$ cat src/acw_pkg.sv
// ****************************************************************
// Shared constants for the word codec
// ****************************************************************
package acw_pkg;
   // Clock and line rates
   localparam int CLK_HZ = 20_000_000; // System clock
   localparam int HI_BPS = 100_000; // High speed rate
   localparam int LO_BPS = 12_500; // Low speed rate
   localparam int BIT_HI_CYC = CLK_HZ / HI_BPS; // Cycles per high speed bit
   localparam int BIT_LO_CYC = CLK_HZ / LO_BPS; // Cycles per low speed bit
   localparam logic [8:0] Q_HI_CYC = 9'(BIT_HI_CYC / 4); // Quarter bit, high
   localparam logic [8:0] Q_LO_CYC = 9'(BIT_LO_CYC / 4); // Quarter bit, low

   // Receive rate window
   localparam int RATE_TOL_PCT = 10; // Accepted deviation in percent
   localparam logic [10:0] RATE_HI_MIN = 11'(BIT_HI_CYC * (100 - RATE_TOL_PCT) / 100);
   localparam logic [10:0] RATE_HI_MAX = 11'(BIT_HI_CYC * (100 + RATE_TOL_PCT) / 100);
   localparam logic [10:0] RATE_LO_MIN = 11'(BIT_LO_CYC * (100 - RATE_TOL_PCT) / 100);
   localparam logic [10:0] RATE_LO_MAX = 11'(BIT_LO_CYC * (100 + RATE_TOL_PCT) / 100);

   // Word layout
   localparam logic [5:0] WORD_BITS = 6'h20; // Bits per word
   localparam logic [5:0] CODING_BIT = 6'h0C; // Bit spoiled by coding error
   localparam logic [5:0] BITS_SAT = 6'h3F; // Received bit count ceiling

   // Gap measurement in quarter bits
   localparam logic [7:0] BIT_Q = 8'h04; // Quarters per bit
   localparam logic [7:0] RX_END_Q = 8'h06; // Quarters since last edge ending a word
   localparam logic [7:0] GAP_MIN_Q = 8'h10; // Shortest legal gap, four bits
   localparam logic [7:0] GAP_MAX_Q = 8'hEB; // Measurement ceiling, 58.75 bits
   localparam logic [7:0] QCOUNT_RST = 8'hFF; // No word seen yet

   // Status report fields
   localparam int ST_GAP_LSB = 0; // Gap in quarter bits, 8 bits
   localparam int ST_GAP_ERR = 8; // Gap too short
   localparam int ST_CNT_ERR = 9; // Bit count not 32
   localparam int ST_COD_ERR = 10; // Coding or rate fault
   localparam int ST_PAR_ERR = 11; // Parity fault

   // Bit count injection choice
   typedef enum logic [1:0] {
      ACW_CNT_NONE = 2'h0,
      ACW_CNT_PLUS = 2'h1,
      ACW_CNT_MINUS = 2'h2
   } acw_cnt_t;

   // Transmit sequencer states
   typedef enum logic [2:0] {
      TX_IDLE = 3'b001,
      TX_BIT = 3'b010,
      TX_GAP = 3'b100
   } acw_tx_state_t;
endpackage : acw_pkg

$ cat src/acw_quarter_timer.sv
// ****************************************************************
// Quarter bit tick generator
// ****************************************************************
module acw_quarter_timer (
   input wire logic clk,
   input wire logic srst,
   input wire logic speedHigh,
   input wire logic restart,
   output logic qTick
);
   import acw_pkg::*;

   logic [8:0] cnt; // Cycles left in this quarter
   logic [8:0] reload; // Quarter length minus one

   // Reload picks the rate
   assign reload = speedHigh ? (Q_HI_CYC - 9'h001) : (Q_LO_CYC - 9'h001);
   // Tick on the last cycle of a quarter
   assign qTick = (cnt == 9'h000) && !restart;

   // Down counter, restarted to align with a bit edge
   always_ff @(posedge clk) begin
      if (srst || restart || (cnt == 9'h000)) begin
         cnt <= srst ? 9'h000 : reload;
      end else begin
         cnt <= cnt - 9'h001;
      end
   end
endmodule : acw_quarter_timer

$ cat src/acw_codec.sv
// Functional notes
// (RQ1) Transmit at 100 or 12.5 kbit/s
// (RQ2) Idle gap of 0 to 255 bits
// (RQ3) Transmit bit 32 is parity or data
// (RQ4) Inject gap, count, coding, parity errors
// (RQ5) Receive accepts rate within ten percent
// (RQ6) Receive bit 32 is parity or data
// (RQ7) Measure gap 0 to 58.75 bits, quarters
// (RQ8) Flag gap, count and coding errors
// (RQ9) Check parity only in parity mode
// (RQ10) Deliver word plus 16-bit status
// (RQ11) Serialise word, parity and gap bits
// (RQ12) Parity bit makes word odd
module acw_codec (
   input wire logic clk,
   input wire logic srst,
   input wire logic speedHigh,
   input wire logic [7:0] gapBits,
   input wire logic txParityMode,
   input wire logic injGap,
   input wire acw_pkg::acw_cnt_t injCount,
   input wire logic injCoding,
   input wire logic injParity,
   input wire logic [31:0] txWord,
   input wire logic txValid,
   output logic txReady,
   output logic txHi,
   output logic txLo,
   input wire logic rxParityMode,
   input wire logic rxHi,
   input wire logic rxLo,
   output logic [31:0] rxWord,
   output logic [15:0] rxStatus,
   output logic rxValid
);
   import acw_pkg::*;

   // ****************************************************************
   // Transmit side
   // ****************************************************************
   acw_tx_state_t txState; // Sequencer state
   acw_tx_state_t next_txState; // Next sequencer state
   logic [31:0] txShift; // Bits still to send, bit 1 first
   logic [5:0] bitNum; // Current bit, from 1
   logic [5:0] bitTotal; // Bits in this word
   logic [7:0] gapLeft; // Gap bits still to send
   logic [1:0] qPhase; // Quarter within the bit
   logic codingArm; // Coding error armed for this word
   logic txQTick; // Quarter tick
   logic txStart; // Word taken
   logic bitEnd; // Last quarter of a bit ends
   logic lastBit; // Current bit is the final one
   logic codingHere; // This bit is spoiled
   logic parityBit; // Generated odd parity
   logic [31:0] loadWord; // Word with bit 32 resolved
   logic [7:0] loadGap; // Gap after injection
   logic [5:0] loadTotal; // Bit count after injection
   logic pulseDrive; // Line in the pulse half of a bit

   // Start and boundary decode
   assign txReady = (txState == TX_IDLE);
   assign txStart = txReady && txValid;
   assign bitEnd = txQTick && (qPhase == 2'h3);
   assign lastBit = (bitNum == bitTotal);
   assign codingHere = codingArm && (bitNum == CODING_BIT); // RQ4
   assign pulseDrive = (txState == TX_BIT) && !qPhase[1] && !codingHere; // RQ11

   // Bit 32 as parity or data, odd parity over the word
   assign parityBit = ~^txWord[30:0]; // RQ12
   assign loadWord = txParityMode ? {parityBit ^ injParity, txWord[30:0]} : txWord; // RQ3 RQ4
   // Gap shortened by one bit when injected
   assign loadGap = (injGap && gapBits != 8'h00) ? gapBits - 8'h01 : gapBits; // RQ2 RQ4
   // One bit more or less when injected
   assign loadTotal = (injCount == ACW_CNT_PLUS) ? WORD_BITS + 6'h01 :
                      (injCount == ACW_CNT_MINUS) ? WORD_BITS - 6'h01 : WORD_BITS; // RQ4

   // Sequencer next state
   always_comb begin
      next_txState = txState;
      unique case (txState)
         TX_IDLE: begin
            if (txValid) begin
               next_txState = TX_BIT;
            end
         end
         TX_BIT: begin
            if (bitEnd && lastBit) begin
               next_txState = (gapLeft == 8'h00) ? TX_IDLE : TX_GAP; // RQ2
            end
         end
         TX_GAP: begin
            if (bitEnd && gapLeft == 8'h01) begin
               next_txState = TX_IDLE;
            end
         end
         default: begin
            next_txState = TX_IDLE;
         end
      endcase
   end

   // Quarter timer aligned to each word start
   acw_quarter_timer txTimer (
      .clk(clk),
      .srst(srst),
      .speedHigh(speedHigh), // RQ1
      .restart(txStart),
      .qTick(txQTick)
   );

   // Sequencer registers
   always_ff @(posedge clk) begin
      if (srst) begin
         txState <= TX_IDLE;
         txShift <= 32'h0000_0000;
         bitNum <= 6'h00;
         bitTotal <= WORD_BITS;
         gapLeft <= 8'h00;
         qPhase <= 2'h0;
         codingArm <= 1'b0;
      end else begin
         txState <= next_txState;
         if (txStart) begin
            txShift <= loadWord;
            bitNum <= 6'h01;
            bitTotal <= loadTotal;
            gapLeft <= loadGap;
            qPhase <= 2'h0;
            codingArm <= injCoding;
         end else if (txQTick) begin
            qPhase <= qPhase + 2'h1;
            if (bitEnd && txState == TX_BIT) begin
               // Extra bit under plus injection sends a zero
               txShift <= {1'b0, txShift[31:1]}; // RQ11
               bitNum <= bitNum + 6'h01;
            end else if (bitEnd && txState == TX_GAP) begin
               gapLeft <= gapLeft - 8'h01;
            end
         end
      end
   end

   // Line outputs, return to zero in second half
   always_ff @(posedge clk) begin
      if (srst) begin
         txHi <= 1'b0;
         txLo <= 1'b0;
      end else begin
         txHi <= pulseDrive && txShift[0]; // RQ11
         txLo <= pulseDrive && !txShift[0]; // RQ11
      end
   end

   // ****************************************************************
   // Receive side
   // ****************************************************************
   logic prevAct; // Line active last cycle
   logic lineAct; // Line carries a pulse
   logic pulseStart; // Leading edge of a bit
   logic rxQTick; // Quarter tick since last edge
   logic [7:0] qCount; // Quarters since last edge
   logic [10:0] rxCyc; // Cycles since last edge
   logic inWord; // Word being collected
   logic [31:0] rxShift; // Collected bits
   logic [5:0] rxBits; // Bits collected
   logic [7:0] rxGap; // Gap before this word
   logic rxCoding; // Coding or rate fault seen
   logic rateOk; // Edge spacing within window
   logic [7:0] gapCalc; // Gap from last bit end
   logic wordEnd; // Null long enough to close word
   logic parFail; // Parity fault
   logic [15:0] next_status; // Status being closed

   // Accepted spacing of consecutive bit edges
   function automatic logic inTol(input logic [10:0] cyc, input logic hs);
      inTol = hs ? (cyc >= RATE_HI_MIN && cyc <= RATE_HI_MAX)
                 : (cyc >= RATE_LO_MIN && cyc <= RATE_LO_MAX);
   endfunction : inTol

   assign lineAct = rxHi || rxLo;
   assign pulseStart = lineAct && !prevAct;
   assign rateOk = inTol(rxCyc, speedHigh); // RQ5
   // Gap counts from the end of the previous bit
   assign gapCalc = (qCount < BIT_Q) ? 8'h00 :
                    (qCount - BIT_Q > GAP_MAX_Q) ? GAP_MAX_Q : qCount - BIT_Q; // RQ7
   assign wordEnd = inWord && !pulseStart && (qCount >= RX_END_Q);
   assign parFail = rxParityMode && (rxBits == WORD_BITS) && !(^rxShift); // RQ9
   assign next_status = {4'h0, parFail, rxCoding, rxBits != WORD_BITS,
                         rxGap < GAP_MIN_Q, rxGap}; // RQ8 RQ10

   // Quarter timer aligned to each received edge
   acw_quarter_timer rxTimer (
      .clk(clk),
      .srst(srst),
      .speedHigh(speedHigh),
      .restart(pulseStart),
      .qTick(rxQTick)
   );

   // Edge timing counters
   always_ff @(posedge clk) begin
      if (srst) begin
         prevAct <= 1'b0;
         qCount <= QCOUNT_RST;
         rxCyc <= 11'h7FF;
      end else begin
         prevAct <= lineAct;
         if (pulseStart) begin
            qCount <= 8'h00;
            rxCyc <= 11'h001;
         end else begin
            if (rxQTick && qCount != 8'hFF) begin
               qCount <= qCount + 8'h01;
            end
            if (rxCyc != 11'h7FF) begin
               rxCyc <= rxCyc + 11'h001;
            end
         end
      end
   end

   // Word collection
   always_ff @(posedge clk) begin
      if (srst) begin
         inWord <= 1'b0;
         rxShift <= 32'h0000_0000;
         rxBits <= 6'h00;
         rxGap <= GAP_MAX_Q;
         rxCoding <= 1'b0;
      end else if (pulseStart && !inWord) begin
         // First bit opens a word and freezes the gap
         inWord <= 1'b1;
         rxShift <= {rxHi, 31'h0000_0000};
         rxBits <= 6'h01;
         rxGap <= gapCalc; // RQ7
         rxCoding <= rxHi && rxLo; // RQ8
      end else if (pulseStart) begin
         rxShift <= {rxHi, rxShift[31:1]};
         rxBits <= (rxBits == BITS_SAT) ? BITS_SAT : rxBits + 6'h01;
         rxCoding <= rxCoding || (rxHi && rxLo) || !rateOk; // RQ5 RQ8
      end else if (wordEnd) begin
         inWord <= 1'b0;
      end else if (inWord && rxHi && rxLo) begin
         rxCoding <= 1'b1; // RQ8
      end
   end

   // Word and report delivery
   always_ff @(posedge clk) begin
      if (srst) begin
         rxWord <= 32'h0000_0000;
         rxStatus <= 16'h0000;
         rxValid <= 1'b0;
      end else begin
         rxValid <= wordEnd; // RQ10
         if (wordEnd) begin
            // Bit 32 always delivered, as data or parity
            rxWord <= rxShift; // RQ6
            rxStatus <= next_status; // RQ10
         end
      end
   end

   // ****************************************************************
   // Checks
   // ****************************************************************
   logic [10:0] hiLen; // Helper: length of current high pulse
   always_ff @(posedge clk) begin
      if (srst || !txHi) begin
         hiLen <= 11'h000;
      end else begin
         hiLen <= hiLen + 11'h001;
      end
   end

   property p_pulse_len;
      @(posedge clk) disable iff (srst)
      $fell(txHi) && $stable(speedHigh) |->
         hiLen == (speedHigh ? 11'(2 * Q_HI_CYC) : 11'(2 * Q_LO_CYC));
   endproperty
   a_pulse_len: assert property (p_pulse_len) else $error("tx pulse length wrong"); // RQ1

   property p_gap_null;
      @(posedge clk) disable iff (srst)
      (txState == TX_GAP) ##1 (txState == TX_GAP) |-> !txHi && !txLo;
   endproperty
   a_gap_null: assert property (p_gap_null) else $error("line not null in gap"); // RQ2

   property p_parity_odd;
      @(posedge clk) disable iff (srst)
      txStart && txParityMode && !injParity |=> (^txShift) == 1'b1;
   endproperty
   a_parity_odd: assert property (p_parity_odd) else $error("tx parity not odd"); // RQ3 RQ12

   property p_parity_data;
      @(posedge clk) disable iff (srst)
      txStart && !txParityMode |=> txShift[31] == $past(txWord[31]);
   endproperty
   a_parity_data: assert property (p_parity_data) else $error("bit 32 data lost"); // RQ3

   property p_coding_bit;
      @(posedge clk) disable iff (srst)
      (txState == TX_BIT) && codingArm && bitNum == CODING_BIT |=> !txHi && !txLo;
   endproperty
   a_coding_bit: assert property (p_coding_bit) else $error("coding bit driven"); // RQ4

   property p_gap_inject;
      @(posedge clk) disable iff (srst)
      txStart && injGap && gapBits != 8'h00 |=> gapLeft == $past(gapBits) - 8'h01;
   endproperty
   a_gap_inject: assert property (p_gap_inject) else $error("gap not shortened"); // RQ4

   property p_rate_err;
      @(posedge clk) disable iff (srst)
      pulseStart && inWord && !rateOk |=> rxCoding;
   endproperty
   a_rate_err: assert property (p_rate_err) else $error("rate fault not flagged"); // RQ5

   property p_par_off;
      @(posedge clk) disable iff (srst)
      rxValid && !$past(rxParityMode) |-> !rxStatus[ST_PAR_ERR];
   endproperty
   a_par_off: assert property (p_par_off) else $error("parity flagged in data mode"); // RQ9

   property p_gap_range;
      @(posedge clk) disable iff (srst)
      rxValid |-> rxStatus[7:0] <= GAP_MAX_Q
         && rxStatus[ST_GAP_ERR] == (rxStatus[7:0] < GAP_MIN_Q);
   endproperty
   a_gap_range: assert property (p_gap_range) else $error("gap report wrong"); // RQ7 RQ8

   property p_count_err;
      @(posedge clk) disable iff (srst)
      rxValid |-> rxStatus[ST_CNT_ERR] == (rxBits != WORD_BITS);
   endproperty
   a_count_err: assert property (p_count_err) else $error("count flag wrong"); // RQ8

   property p_valid_pulse;
      @(posedge clk) disable iff (srst)
      rxValid |=> !rxValid;
   endproperty
   a_valid_pulse: assert property (p_valid_pulse) else $error("rx valid held"); // RQ10
endmodule : acw_codec

$ cat config.mk
export PLATFORM = sky130hd
export DESIGN_NAME = acw_codec
export DESIGN_NICKNAME = d
export VERILOG_FILES = /design/src/acw_pkg.sv /design/src/acw_quarter_timer.sv /design/src/acw_codec.sv
export SDC_FILE = /design/constraint.sdc
export NUM_CORES = 1
export LEC_CHECK = 0
export ABC_CLOCK_PERIOD_IN_PS = 4000
export BUFFER_PORTS_ARGS = -buffer_cell sky130_fd_sc_hd__buf_2
export CAP_MARGIN = 20
export CORE_AREA = 2 2 121 123
export CTS_CLUSTER_SIZE = 25
export DETAILED_ROUTE_END_ITERATION = 16
export DIE_AREA = 0 0 123 125
export GPL_TIMING_DRIVEN = 0
export PLACE_DENSITY = 0.95
export SYNTH_ARGS = -nofsm -noshare
export SYNTH_HDL_FRONTEND = slang
export SYNTH_SLANG_ARGS = --single-unit
$ cat constraint.sdc
create_clock -name clk -period 4 [get_ports clk]
set_clock_uncertainty 0.1 [all_clocks]
set_input_delay 0.4 -clock clk [delete_from_list [all_inputs] [get_ports clk]]
set_output_delay 0.4 -clock clk [all_outputs]
set_load 0.05 [all_outputs]
Yosys cells after proc, flatten, opt, wreduce, memory -nomap -nowiden
Cells that the tools add are included.

storage, ports and cells
  register bits after elaboration = 191
  input port bits = 53
  logic and storage cells = 172

cells by class
  $add $sub $neg = 10
  order comparisons = 8
  equality and inequality tests = 20
  mux-type cells = 42
  bitwise operators = 1
  reduce and logical (&&, ||, !) cells = 65

operators by type and width
  operator                                                                           number
  32-bit two-way mux                                                                 6
  8-bit two-way mux                                                                  9
  9-bit two-way mux                                                                  4
  32-bit parity                                                                      1
  31-bit XNOR reduction                                                              1
  1-bit logical AND                                                                  26
  11-bit two-way mux                                                                 2
  9-bit logical NOT                                                                  2
  6-bit two-way mux                                                                  3
  9-bit by 1-bit subtractor with 9-bit output, second input constant                 2
  8-bit by 1-bit subtractor with 8-bit output, second input constant                 2
  2-bit nonzero test                                                                 7
  1-bit two-way mux                                                                  13
  6-bit by 1-bit adder with 6-bit output, second input constant                      2
  6-bit == test, second input constant                                               2
  3-bit two-way mux                                                                  4
  11-bit by 1-bit adder with 11-bit output, second input constant                    1
  11-bit >= comparator, second input constant                                        1
  11-bit by 8-bit >= comparator with 1-bit output, second input constant             1
  11-bit less-or-equal comparator, second input constant                             1
  11-bit by 8-bit less-or-equal comparator with 1-bit output, second input constant  1
  11-bit != test, second input constant                                              1
  1-bit logical NOT                                                                  9
  3-bit case mux with 3 select lines                                                 1
  other kinds (28)                                                                   44

Longest topological paths before layout
Gate-level depths: netlist of run 1.

  depth in word-level cells = 10
  mapped depth = 10

Cells and area by module
Synthesis of run 1 repeated with hierarchy kept, for this count alone.

unflattened totals
  cells, all modules = 1045
  area total of the unflattened synthesis = 8678.3 sq um

modules (own cells, without submodules)
  module             instances  cells an instance  area each (sq um)  seq. area each (sq um)
  acw_codec          1          953                7810.0             3403.3
  acw_quarter_timer  2          46                 434.2              180.2

Least setup slack after synthesis of run 1
No wires, ideal clock.

  kind = register to register
  from = register txState[1]
  to = register txShift[14]
  data arrival time = 2.152 ns
  required time = 3.762 ns
  setup slack = 1.610 ns
  stages on the path, launching flop included = 10
  buffers on the path = 2
  clock period less this slack = 2.390 ns
  cell sequence = dfxtp_1 -> nor2_1 -> nand2_1 -> inv_1 -> nand2_1 -> nand4_1 -> clkbuf_1 -> buf_2 -> mux2i_1 -> a211oi_1

on the way
  longest elaborated chain between the ends = 8
  elaborated cells on any way between the ends = 11
  those cells by class = eq/ne (2); mux (1); reduce/logical (8)

ends and longest elaborated chain
  element                                       RTL line                 source
  start: declaration                            acw_codec.sv:41          acw_tx_state_t txState;
  start signal: assignment                      acw_codec.sv:122         txState <= next_txState;
  3-bit by 1-bit == test with 1-bit output (*)  acw_codec.sv:61          assign txReady = (txState == TX_IDLE);
  named net txReady                             acw_codec.sv:26          output logic txReady,
  1-bit logical AND (*)                         acw_codec.sv:62          assign txStart = txReady && txValid;
  1-bit logical NOT                             acw_quarter_timer.sv:19  assign qTick = (cnt == 9'h000) && !restart;
  1-bit logical AND                             acw_quarter_timer.sv:19
  1-bit logical AND                             acw_codec.sv:63          assign bitEnd = txQTick && (qPhase == 2'h3);
  1-bit logical AND                             acw_codec.sv:132         if (bitEnd && txState == TX_BIT) begin
  2-bit nonzero test (no source line)           n/a
  2-bit AND reduction (no source line)          n/a
  end signal: assignment                        acw_codec.sv:124         txShift <= loadWord;
  end signal: assignment                        acw_codec.sv:134         txShift <= {1'b0, txShift[31:1]};
  end: declaration                              acw_codec.sv:43          logic [31:0] txShift;

The timed path passes the listed nets; every way through them passes the cells marked *.
A chain may end at the register's enable or synchronous reset.

Worst setup path in the final report of run 1
  from = register rxTimer.cnt[3]
  to = register qCount[7]

on the way
  longest elaborated chain between the ends = 4

ends and longest elaborated chain
  element                              RTL line                 source
  start: declaration                   acw_quarter_timer.sv:13  logic [8:0] cnt;
  start signal: assignment             acw_quarter_timer.sv:24  cnt <= srst ? 9'h000 : reload;
  start signal: assignment             acw_quarter_timer.sv:26  cnt <= cnt - 9'h001;
  9-bit logical NOT                    acw_quarter_timer.sv:19
  1-bit logical AND                    acw_quarter_timer.sv:19
  1-bit logical AND                    acw_codec.sv:212         if (rxQTick && qCount != 8'hFF) begin
  2-bit nonzero test (no source line)  n/a
  end signal: assignment               acw_codec.sv:213         qCount <= qCount + 8'h01;
  end: declaration                     acw_codec.sv:161         logic [7:0] qCount;

Every way passes these cells.

==> metrics.cfg, run 1 <==
[run_status]
outcome = finished clean

[min_path]
min_from = injCoding
hp-class = in2reg
whs_path_depth = 3
min_to = codingArm$_SDFFE_PP0N_

[die]
start_util_pct = 61.5
rows = 44
die_area_mm2 = 0.0154
die_h_um = 125
io_pins = 105
die_w_um = 123
design.core.area_mm2 = 0.0142

[worst_setup_path]
cp_slowest_cell = a311oi_1
r2r_end = qCount[7]$_SDFFE_PP1P_
r2r-start = rxTimer.cnt[3]$_DFF_P_
r2r_cells = 7
crit_chain = nor3_1 > nand4b_1 > a311oi_1 > nand4_1 > nor3_1 > xor2_1 > a21o_1
arrival_ns = 3.14
crit_path_max_fanout = 7
critPathKind = reg2reg
crit_path_max_incr_delay_ns = 0.81
end_kind = register
rrSetupSlack_ns = 1.10
required_ns = 4.23
timing.critical_path.mode_cell = nor3_1
start_kind = register

[power_and_ir_drop]
sw_frac_of_total_pct = 30.4
p_int_w = 0.00344
power.share.clock_pct = 35.4
p_per_area_mw_per_mm2 = 489
power_frac_seq_pct = 44.6
peakVddDrop_mv = 0.376
finalPower_w = 0.00494
pwr-share-comb_pct = 20.0
power_switching_w = 0.00150
p_leak_nw = 4.10

[clocking]
cts_tree = yes
cts.hold.buffers_added = 0
cts.sinks = 188
clk_pin_slew_ns = 0.07
clock_path_buffers = 2
h-tree-depth = 4
post_cts_buffers = 0
ctsRootBufferMaster = clkbuf_16
insertion_delay_ns = 0.44
ctsResizeCount = 0
numCtsBuffers = 17

[cells_and_area]
fill_cells = 1013
diodes = 0
fin_cells = 1349
finalNetCount = 1229
regArea_mm2 = 0.00376
final_common_cell = dfxtp_1
final_cell_mix = dfxtp_1, nand2_1, a21oi_1
multi_input_area_mm2 = 0.00464
drive_gt1_share_pct = 12.8
area_growth_pct = 15.5
stdcell_area_mm2 = 0.0101

[drt]
wl_met1_um = 8510
final_antenna_net_count = 0
via_per_inst = 5.81
top_layer_used = met4
wl_per_cell_um = 15.4
wirelength_um = 20700
drtPass1Iterations = 7
wl_met2_um = 10400
drcViolationCount = 0
drt_first_iter_violations = 474
wl_met3_um = 1240
vias = 7840

[timing]
fmax_mhz = 344
layout_setup_ws_ns = 1.10
rsz0062_at_grt = false
slew_headroom_pct = 38.1
hold_violations = 0
worst_pin_slew_ns = 0.922
slew_viol_final = 0
post-route-period-util_pct = 72.6
setup_violations = 0
finalCriticalPeriod_ns = 2.90
setup_tns_ns = 0

[logic_synthesis]
synth_cells = 1030
yosysWarnings = 0
synth_edf_count = 0
ys_seq_area_share_pct = 43.1
synth_area_leaders = dfxtp_1, xnor2_1, nand2_1
synth_top_area_share_pct = 43.1
ys_types = 57
syn-cell-area_mm2 = 0.00874
yosysTopAreaCell = dfxtp_1
ys_async_sr_fraction_pct = 0
ys.flop_type = dfxtp_1
synth_seq_cells = 188
syn_area_per_cell_um2 = 8.49

[global_route]
grt_pass1_vias = 7512
grtUsageTotal_pct = 28.1
grt_first_pass_wirelength_um = 34800
antenna_found_initial = 0
gr-total-overflow = 0
grt_max_degree = 18

[placed_design]
dp_cells = 1317
gp_congestion = 0.902
placed_area_mm2 = 0.00948
port_buffers = 100
hpwl_um = 14400
place_ws_ns = 1.25

[run]
maxCapViolCount = 0

cell families after synthesis:
group / share of synthesized area (%)
AND/OR/NAND/NOR: 19.3
AO/OA/AOI/OAI: 14.9
flip-flops: 43.1
XOR/XNOR: 11.0
buffers and inverters: 4.04
multiplexers: 4.24
adder cells (fa/ha/maj): 3.43
other: 0.0429
routing by layer:
layer,GRT usage (%),vias to the layer above
met3,5.29,67
met5,0,-
met1,34.2,3694
met4,12.3,0
li1,-,3769
met2,47.9,310
cell usage after synthesis, drive strengths merged, types with 16 or more instances:
master and n:
a21oi 106, nor2 84, ha 24, nand3 22, nor3 23, inv 28, xor2 25, clkbuf 48
mux2i 37, a21o 16, a211oi 41, xnor2 85, o21ai 17, dfxtp 188, nand2 180
power groups by stage:
| stage | logic [W] | clock network, W | registers [W] |
|---|---|---|---|
| floorplan | 0.000725 | 0 | 0.00222 |
| global placement | 0.000920 | 0 | 0.00223 |
| detailed placement | 0.000960 | 0 | 0.00224 |
| CTS | 0.000981 | 0.00175 | 0.00220 |
| global route | 0.00109 | 0.00184 | 0.00222 |
| finish | 0.000990 | 0.00175 | 0.00220 |
worst max-delay path by stage:
stage / from / end / slack, ns
6_report: rxTimer.cnt[3]$_DFF_P_ / qCount[7]$_SDFFE_PP1P_ / 1.10
5_1_grt: rxTimer.cnt[2]$_DFF_P_ / qCount[7]$_SDFFE_PP1P_ / 0.81
4_1_cts: rxTimer.cnt[2]$_DFF_P_ / qCount[7]$_SDFFE_PP1P_ / 1.13
3_5_place_dp: rxTimer.cnt[3]$_DFF_P_ / qCount[7]$_SDFFE_PP1P_ / 1.25
3_3_place_gp: qCount[2]$_SDFFE_PP1P_ / qCount[7]$_SDFFE_PP1P_ / 1.34
2_1_floorplan: txState[1]$_SDFFE_PP0P_ / txShift[14]$_SDFFE_PP0P_ / 1.61
sequential cells by signal, indices dropped and copies added, names as in the netlist, 2 cells and up:
name	cells
rxCyc	11
rxGap	8
rxShift	32
rxWord	32
rxTimer.cnt	9
txShift	32
rxStatus	12
txTimer.cnt	9
gapLeft	8
bitNum	6
txState	3
rxBits	6
qPhase	2
bitTotal	3
qCount	8
area by class of cell:
cell class	count	area share (%)
multi-input cells	758	45.9
flip-flops and latches	188	37.3
clock inverters	12	1.47
repair buffers	100	4.96
clock buffers	20	4.62
plain buffers	59	2.45
inverters	28	1.04
well taps	184	2.28
critical path, delay by kind of cell, from the launching register on:
| family | cells | cell delay (ns) |
|---|---|---|
| AOI/OAI and AO/OA | 2 | 1.00 |
| DFF | 1 | 0.34 |
| and+or+nand+nor | 4 | 1.22 |
| xor gates and xnor gates | 1 | 0.13 |
stage by stage:
step,hold slack (ns),utilization (%)
after CTS,0.107,71.1
final,0.109,71.1
after floorplan,0.305,-
after global routing,0.122,71.1
after global placement,0.341,66.8
after detailed placement,0.343,66.8
No activity file was read; power rests on OpenSTA's default activity.
==> run 2, diff against run 1 <==
ABC_CLOCK_PERIOD_IN_PS = 2900   (was 4000)
CORE_AREA = 2 2 126 128   (was 2 2 121 123)
DIE_AREA = 0 0 128 130   (was 0 0 123 125)
PLACE_DENSITY = 0.91   (was 0.95)
clock period = 2.9 ns   (was 4 ns; I/O delays follow)
==> metrics.cfg, run 2 (same netlist as run 1, synthesis figures left out) <==
[drt]
drcViolationCount = 0  ; unchanged
wirelength_um = 19900  ; was 20,700 um
wl_per_cell_um = 14.7  ; was 15.4 um
top_layer_used = met4  ; unchanged
drt_first_iter_violations = 464  ; was 474
drtPass1Iterations = 7  ; unchanged
via_per_inst = 5.60  ; was 5.81
wl_met2_um = 9900  ; was 10,400 um
vias = 7604  ; was 7,840
wl_met1_um = 8620  ; was 8510 um
final_antenna_net_count = 0  ; unchanged
wl_met3_um = 1080  ; was 1240 um

[clocking]
h-tree-depth = 4  ; unchanged
insertion_delay_ns = 0.43  ; was 0.44 ns
cts.sinks = 188  ; unchanged
clk_pin_slew_ns = 0.07  ; about the same
numCtsBuffers = 17  ; unchanged
ctsRootBufferMaster = clkbuf_16  ; unchanged
cts_tree = yes  ; unchanged
cts.hold.buffers_added = 0  ; unchanged
clock_path_buffers = 2  ; unchanged

[power_and_ir_drop]
p_leak_nw = 4.06  ; was 4.10 nW
peakVddDrop_mv = 0.541  ; was 0.376 mV
p_per_area_mw_per_mm2 = 652  ; was 489 mW/mm^2
power_frac_seq_pct = 46.4  ; was 44.6%
sw_frac_of_total_pct = 30.2  ; was 30.4%
p_int_w = 0.00457  ; was 0.00344 W
power_switching_w = 0.00198  ; was 0.00150 W
pwr-share-comb_pct = 20.5  ; was 20.0%
power.share.clock_pct = 33.1  ; was 35.4%
finalPower_w = 0.00655  ; was 0.00494 W

[die]
io_pins = 105  ; unchanged
die_area_mm2 = 0.0166  ; was 0.0154 mm^2
die_h_um = 130  ; was 125 um
start_util_pct = 56.7  ; was 61.5%
design.core.area_mm2 = 0.0154  ; was 0.0142 mm^2
die_w_um = 128  ; was 123 um
rows = 46  ; was 44

[placed_design]
gp_congestion = 0.866  ; was 0.902
placed_area_mm2 = 0.00949  ; was 0.00948 mm^2
port_buffers = 100  ; unchanged
hpwl_um = 14500  ; was 14,400 um

[cells_and_area]
stdcell_area_mm2 = 0.0101  ; about the same
fill_cells = 1214  ; was 1,013
diodes = 0  ; unchanged
drive_gt1_share_pct = 12.6  ; was 12.8%
final_common_cell = dfxtp_1  ; unchanged
finalNetCount = 1229  ; unchanged
largestRegisters = rxShift x32, rxWord x32, txShift x32  ; unchanged
final_cell_mix = dfxtp_1, nand2_1, a21oi_1  ; unchanged
area_growth_pct = 15.0  ; was 15.5%

[worst_setup_path]
crit_chain = or4_4 > nor4b_4 > nand4_1 > clkbuf_1 > buf_2 > mux2i_1 > a211oi_1  ; was nor3_1 > nand4b_1 > a311oi_1 > nand4_1 > nor3_1 > xor2_1 > a21o_1
crit_path_max_fanout = 10  ; was 7
required_ns = 3.14  ; was 4.23 ns
critPathKind = reg2reg  ; unchanged
end_kind = register  ; unchanged
cp_slowest_cell = or4_4  ; was a311oi_1
arrival_ns = 2.85  ; was 3.14 ns
crit_path_max_incr_delay_ns = 0.59  ; was 0.81 ns
start_kind = register  ; unchanged

[timing]
hold_violations = 0  ; unchanged
finalCriticalPeriod_ns = 2.62  ; was 2.90 ns
slew_viol_final = 0  ; unchanged
slew_headroom_pct = 46.3  ; was 38.1%
fmax_mhz = 382  ; was 344 MHz
worst_pin_slew_ns = 0.802  ; was 0.922 ns
post-route-period-util_pct = 90.2  ; was 72.6%
rsz0062_at_grt = false  ; unchanged
setup_tns_ns = 0  ; unchanged
setup_violations = 0  ; unchanged

[run_status]
outcome = finished clean  ; unchanged

[global_route]
gr-total-overflow = 0  ; unchanged
grt_max_degree = 17  ; was 18
antenna_found_initial = 0  ; unchanged
grtUsageTotal_pct = 24.6  ; was 28.1%
grt_pass1_vias = 7090  ; was 7,512
grt_first_pass_wirelength_um = 33100  ; was 34,800 um

[run]
maxCapViolCount = 0  ; unchanged

[min_path]
hp-class = in2reg  ; unchanged

==> run 2: through the flow <==
stage	worst slack, ns	util [%]	std cells	hold WS (ns)
6_report	0.285	65.2	1357	0.0211
5_1_grt	0.107	65.2	1357	0.0227
4_1_cts	0.121	65.1	1357	0.00932
3_5_place_dp	0.139	61.6	1325	0.344
3_3_place_gp	0.229	61.6	1325	0.340
2_1_floorplan	0.510	-	1033	0.305
==> run 2: area by class of cell <==
class                      instances  area, um^2  area share, %
buffer                            59         248           2.46
clock buffer                      24         492           4.89
clock inverter                     8        58.8          0.585
inverter                          28         105           1.05
multi-input combinational        758        4640           46.2
sequential                       188        3760           37.4
tap                              192         240           2.39
timing repair buffer             100         500           4.98
==> run 2: what timing repair did <==
action                     4_1_cts  5_1_grt
gates resized for setup          0        1
setup endpoints to repair        0        3
buffers inserted                 0        0
==> run 2: final timing paths <==
check | depth (start not counted) | start | slack (ns) | to
max | 7 | txTimer.cnt[3]$_DFF_P_ | 0.28 | txShift[22]$_SDFFE_PP0P_
min | 3 | injCoding | 0.02 | codingArm$_SDFFE_PP0N_
max reg2reg | 7 | txTimer.cnt[3]$_DFF_P_ | 0.28 | txShift[22]$_SDFFE_PP0P_
min reg2reg | 2 | rxWord[10]$_SDFFE_PP0P_ | 0.35 | rxWord[10]$_SDFFE_PP0P_
==> run 2: power groups by stage <==
stage	Clock [W]	Combinational, W	Sequential, W
finish	0.00217	0.00134	0.00304
global route	0.00228	0.00150	0.00307
CTS	0.00217	0.00134	0.00303
detailed placement	0	0.00132	0.00308
global placement	0	0.00127	0.00307
floorplan	0	0.00100	0.00306
==> run 2: critical path: cells and delay by family (launching register included) <==
kind	cells	cell delay, ns
and+or+nand+nor	3	1.11
AOI/OAI and AO/OA	1	0.25
muxes	1	0.15
DFF	1	0.34
buffers and inverters	2	0.57
==> run 2: routing by layer <==
metal  vias to the layer above  global-route usage, %
met2                       242                   43.6
met3                        34                   4.43
met1                      3580                   30.2
met5                         -                      0
met4                         0                   8.79
li1                       3748                      -
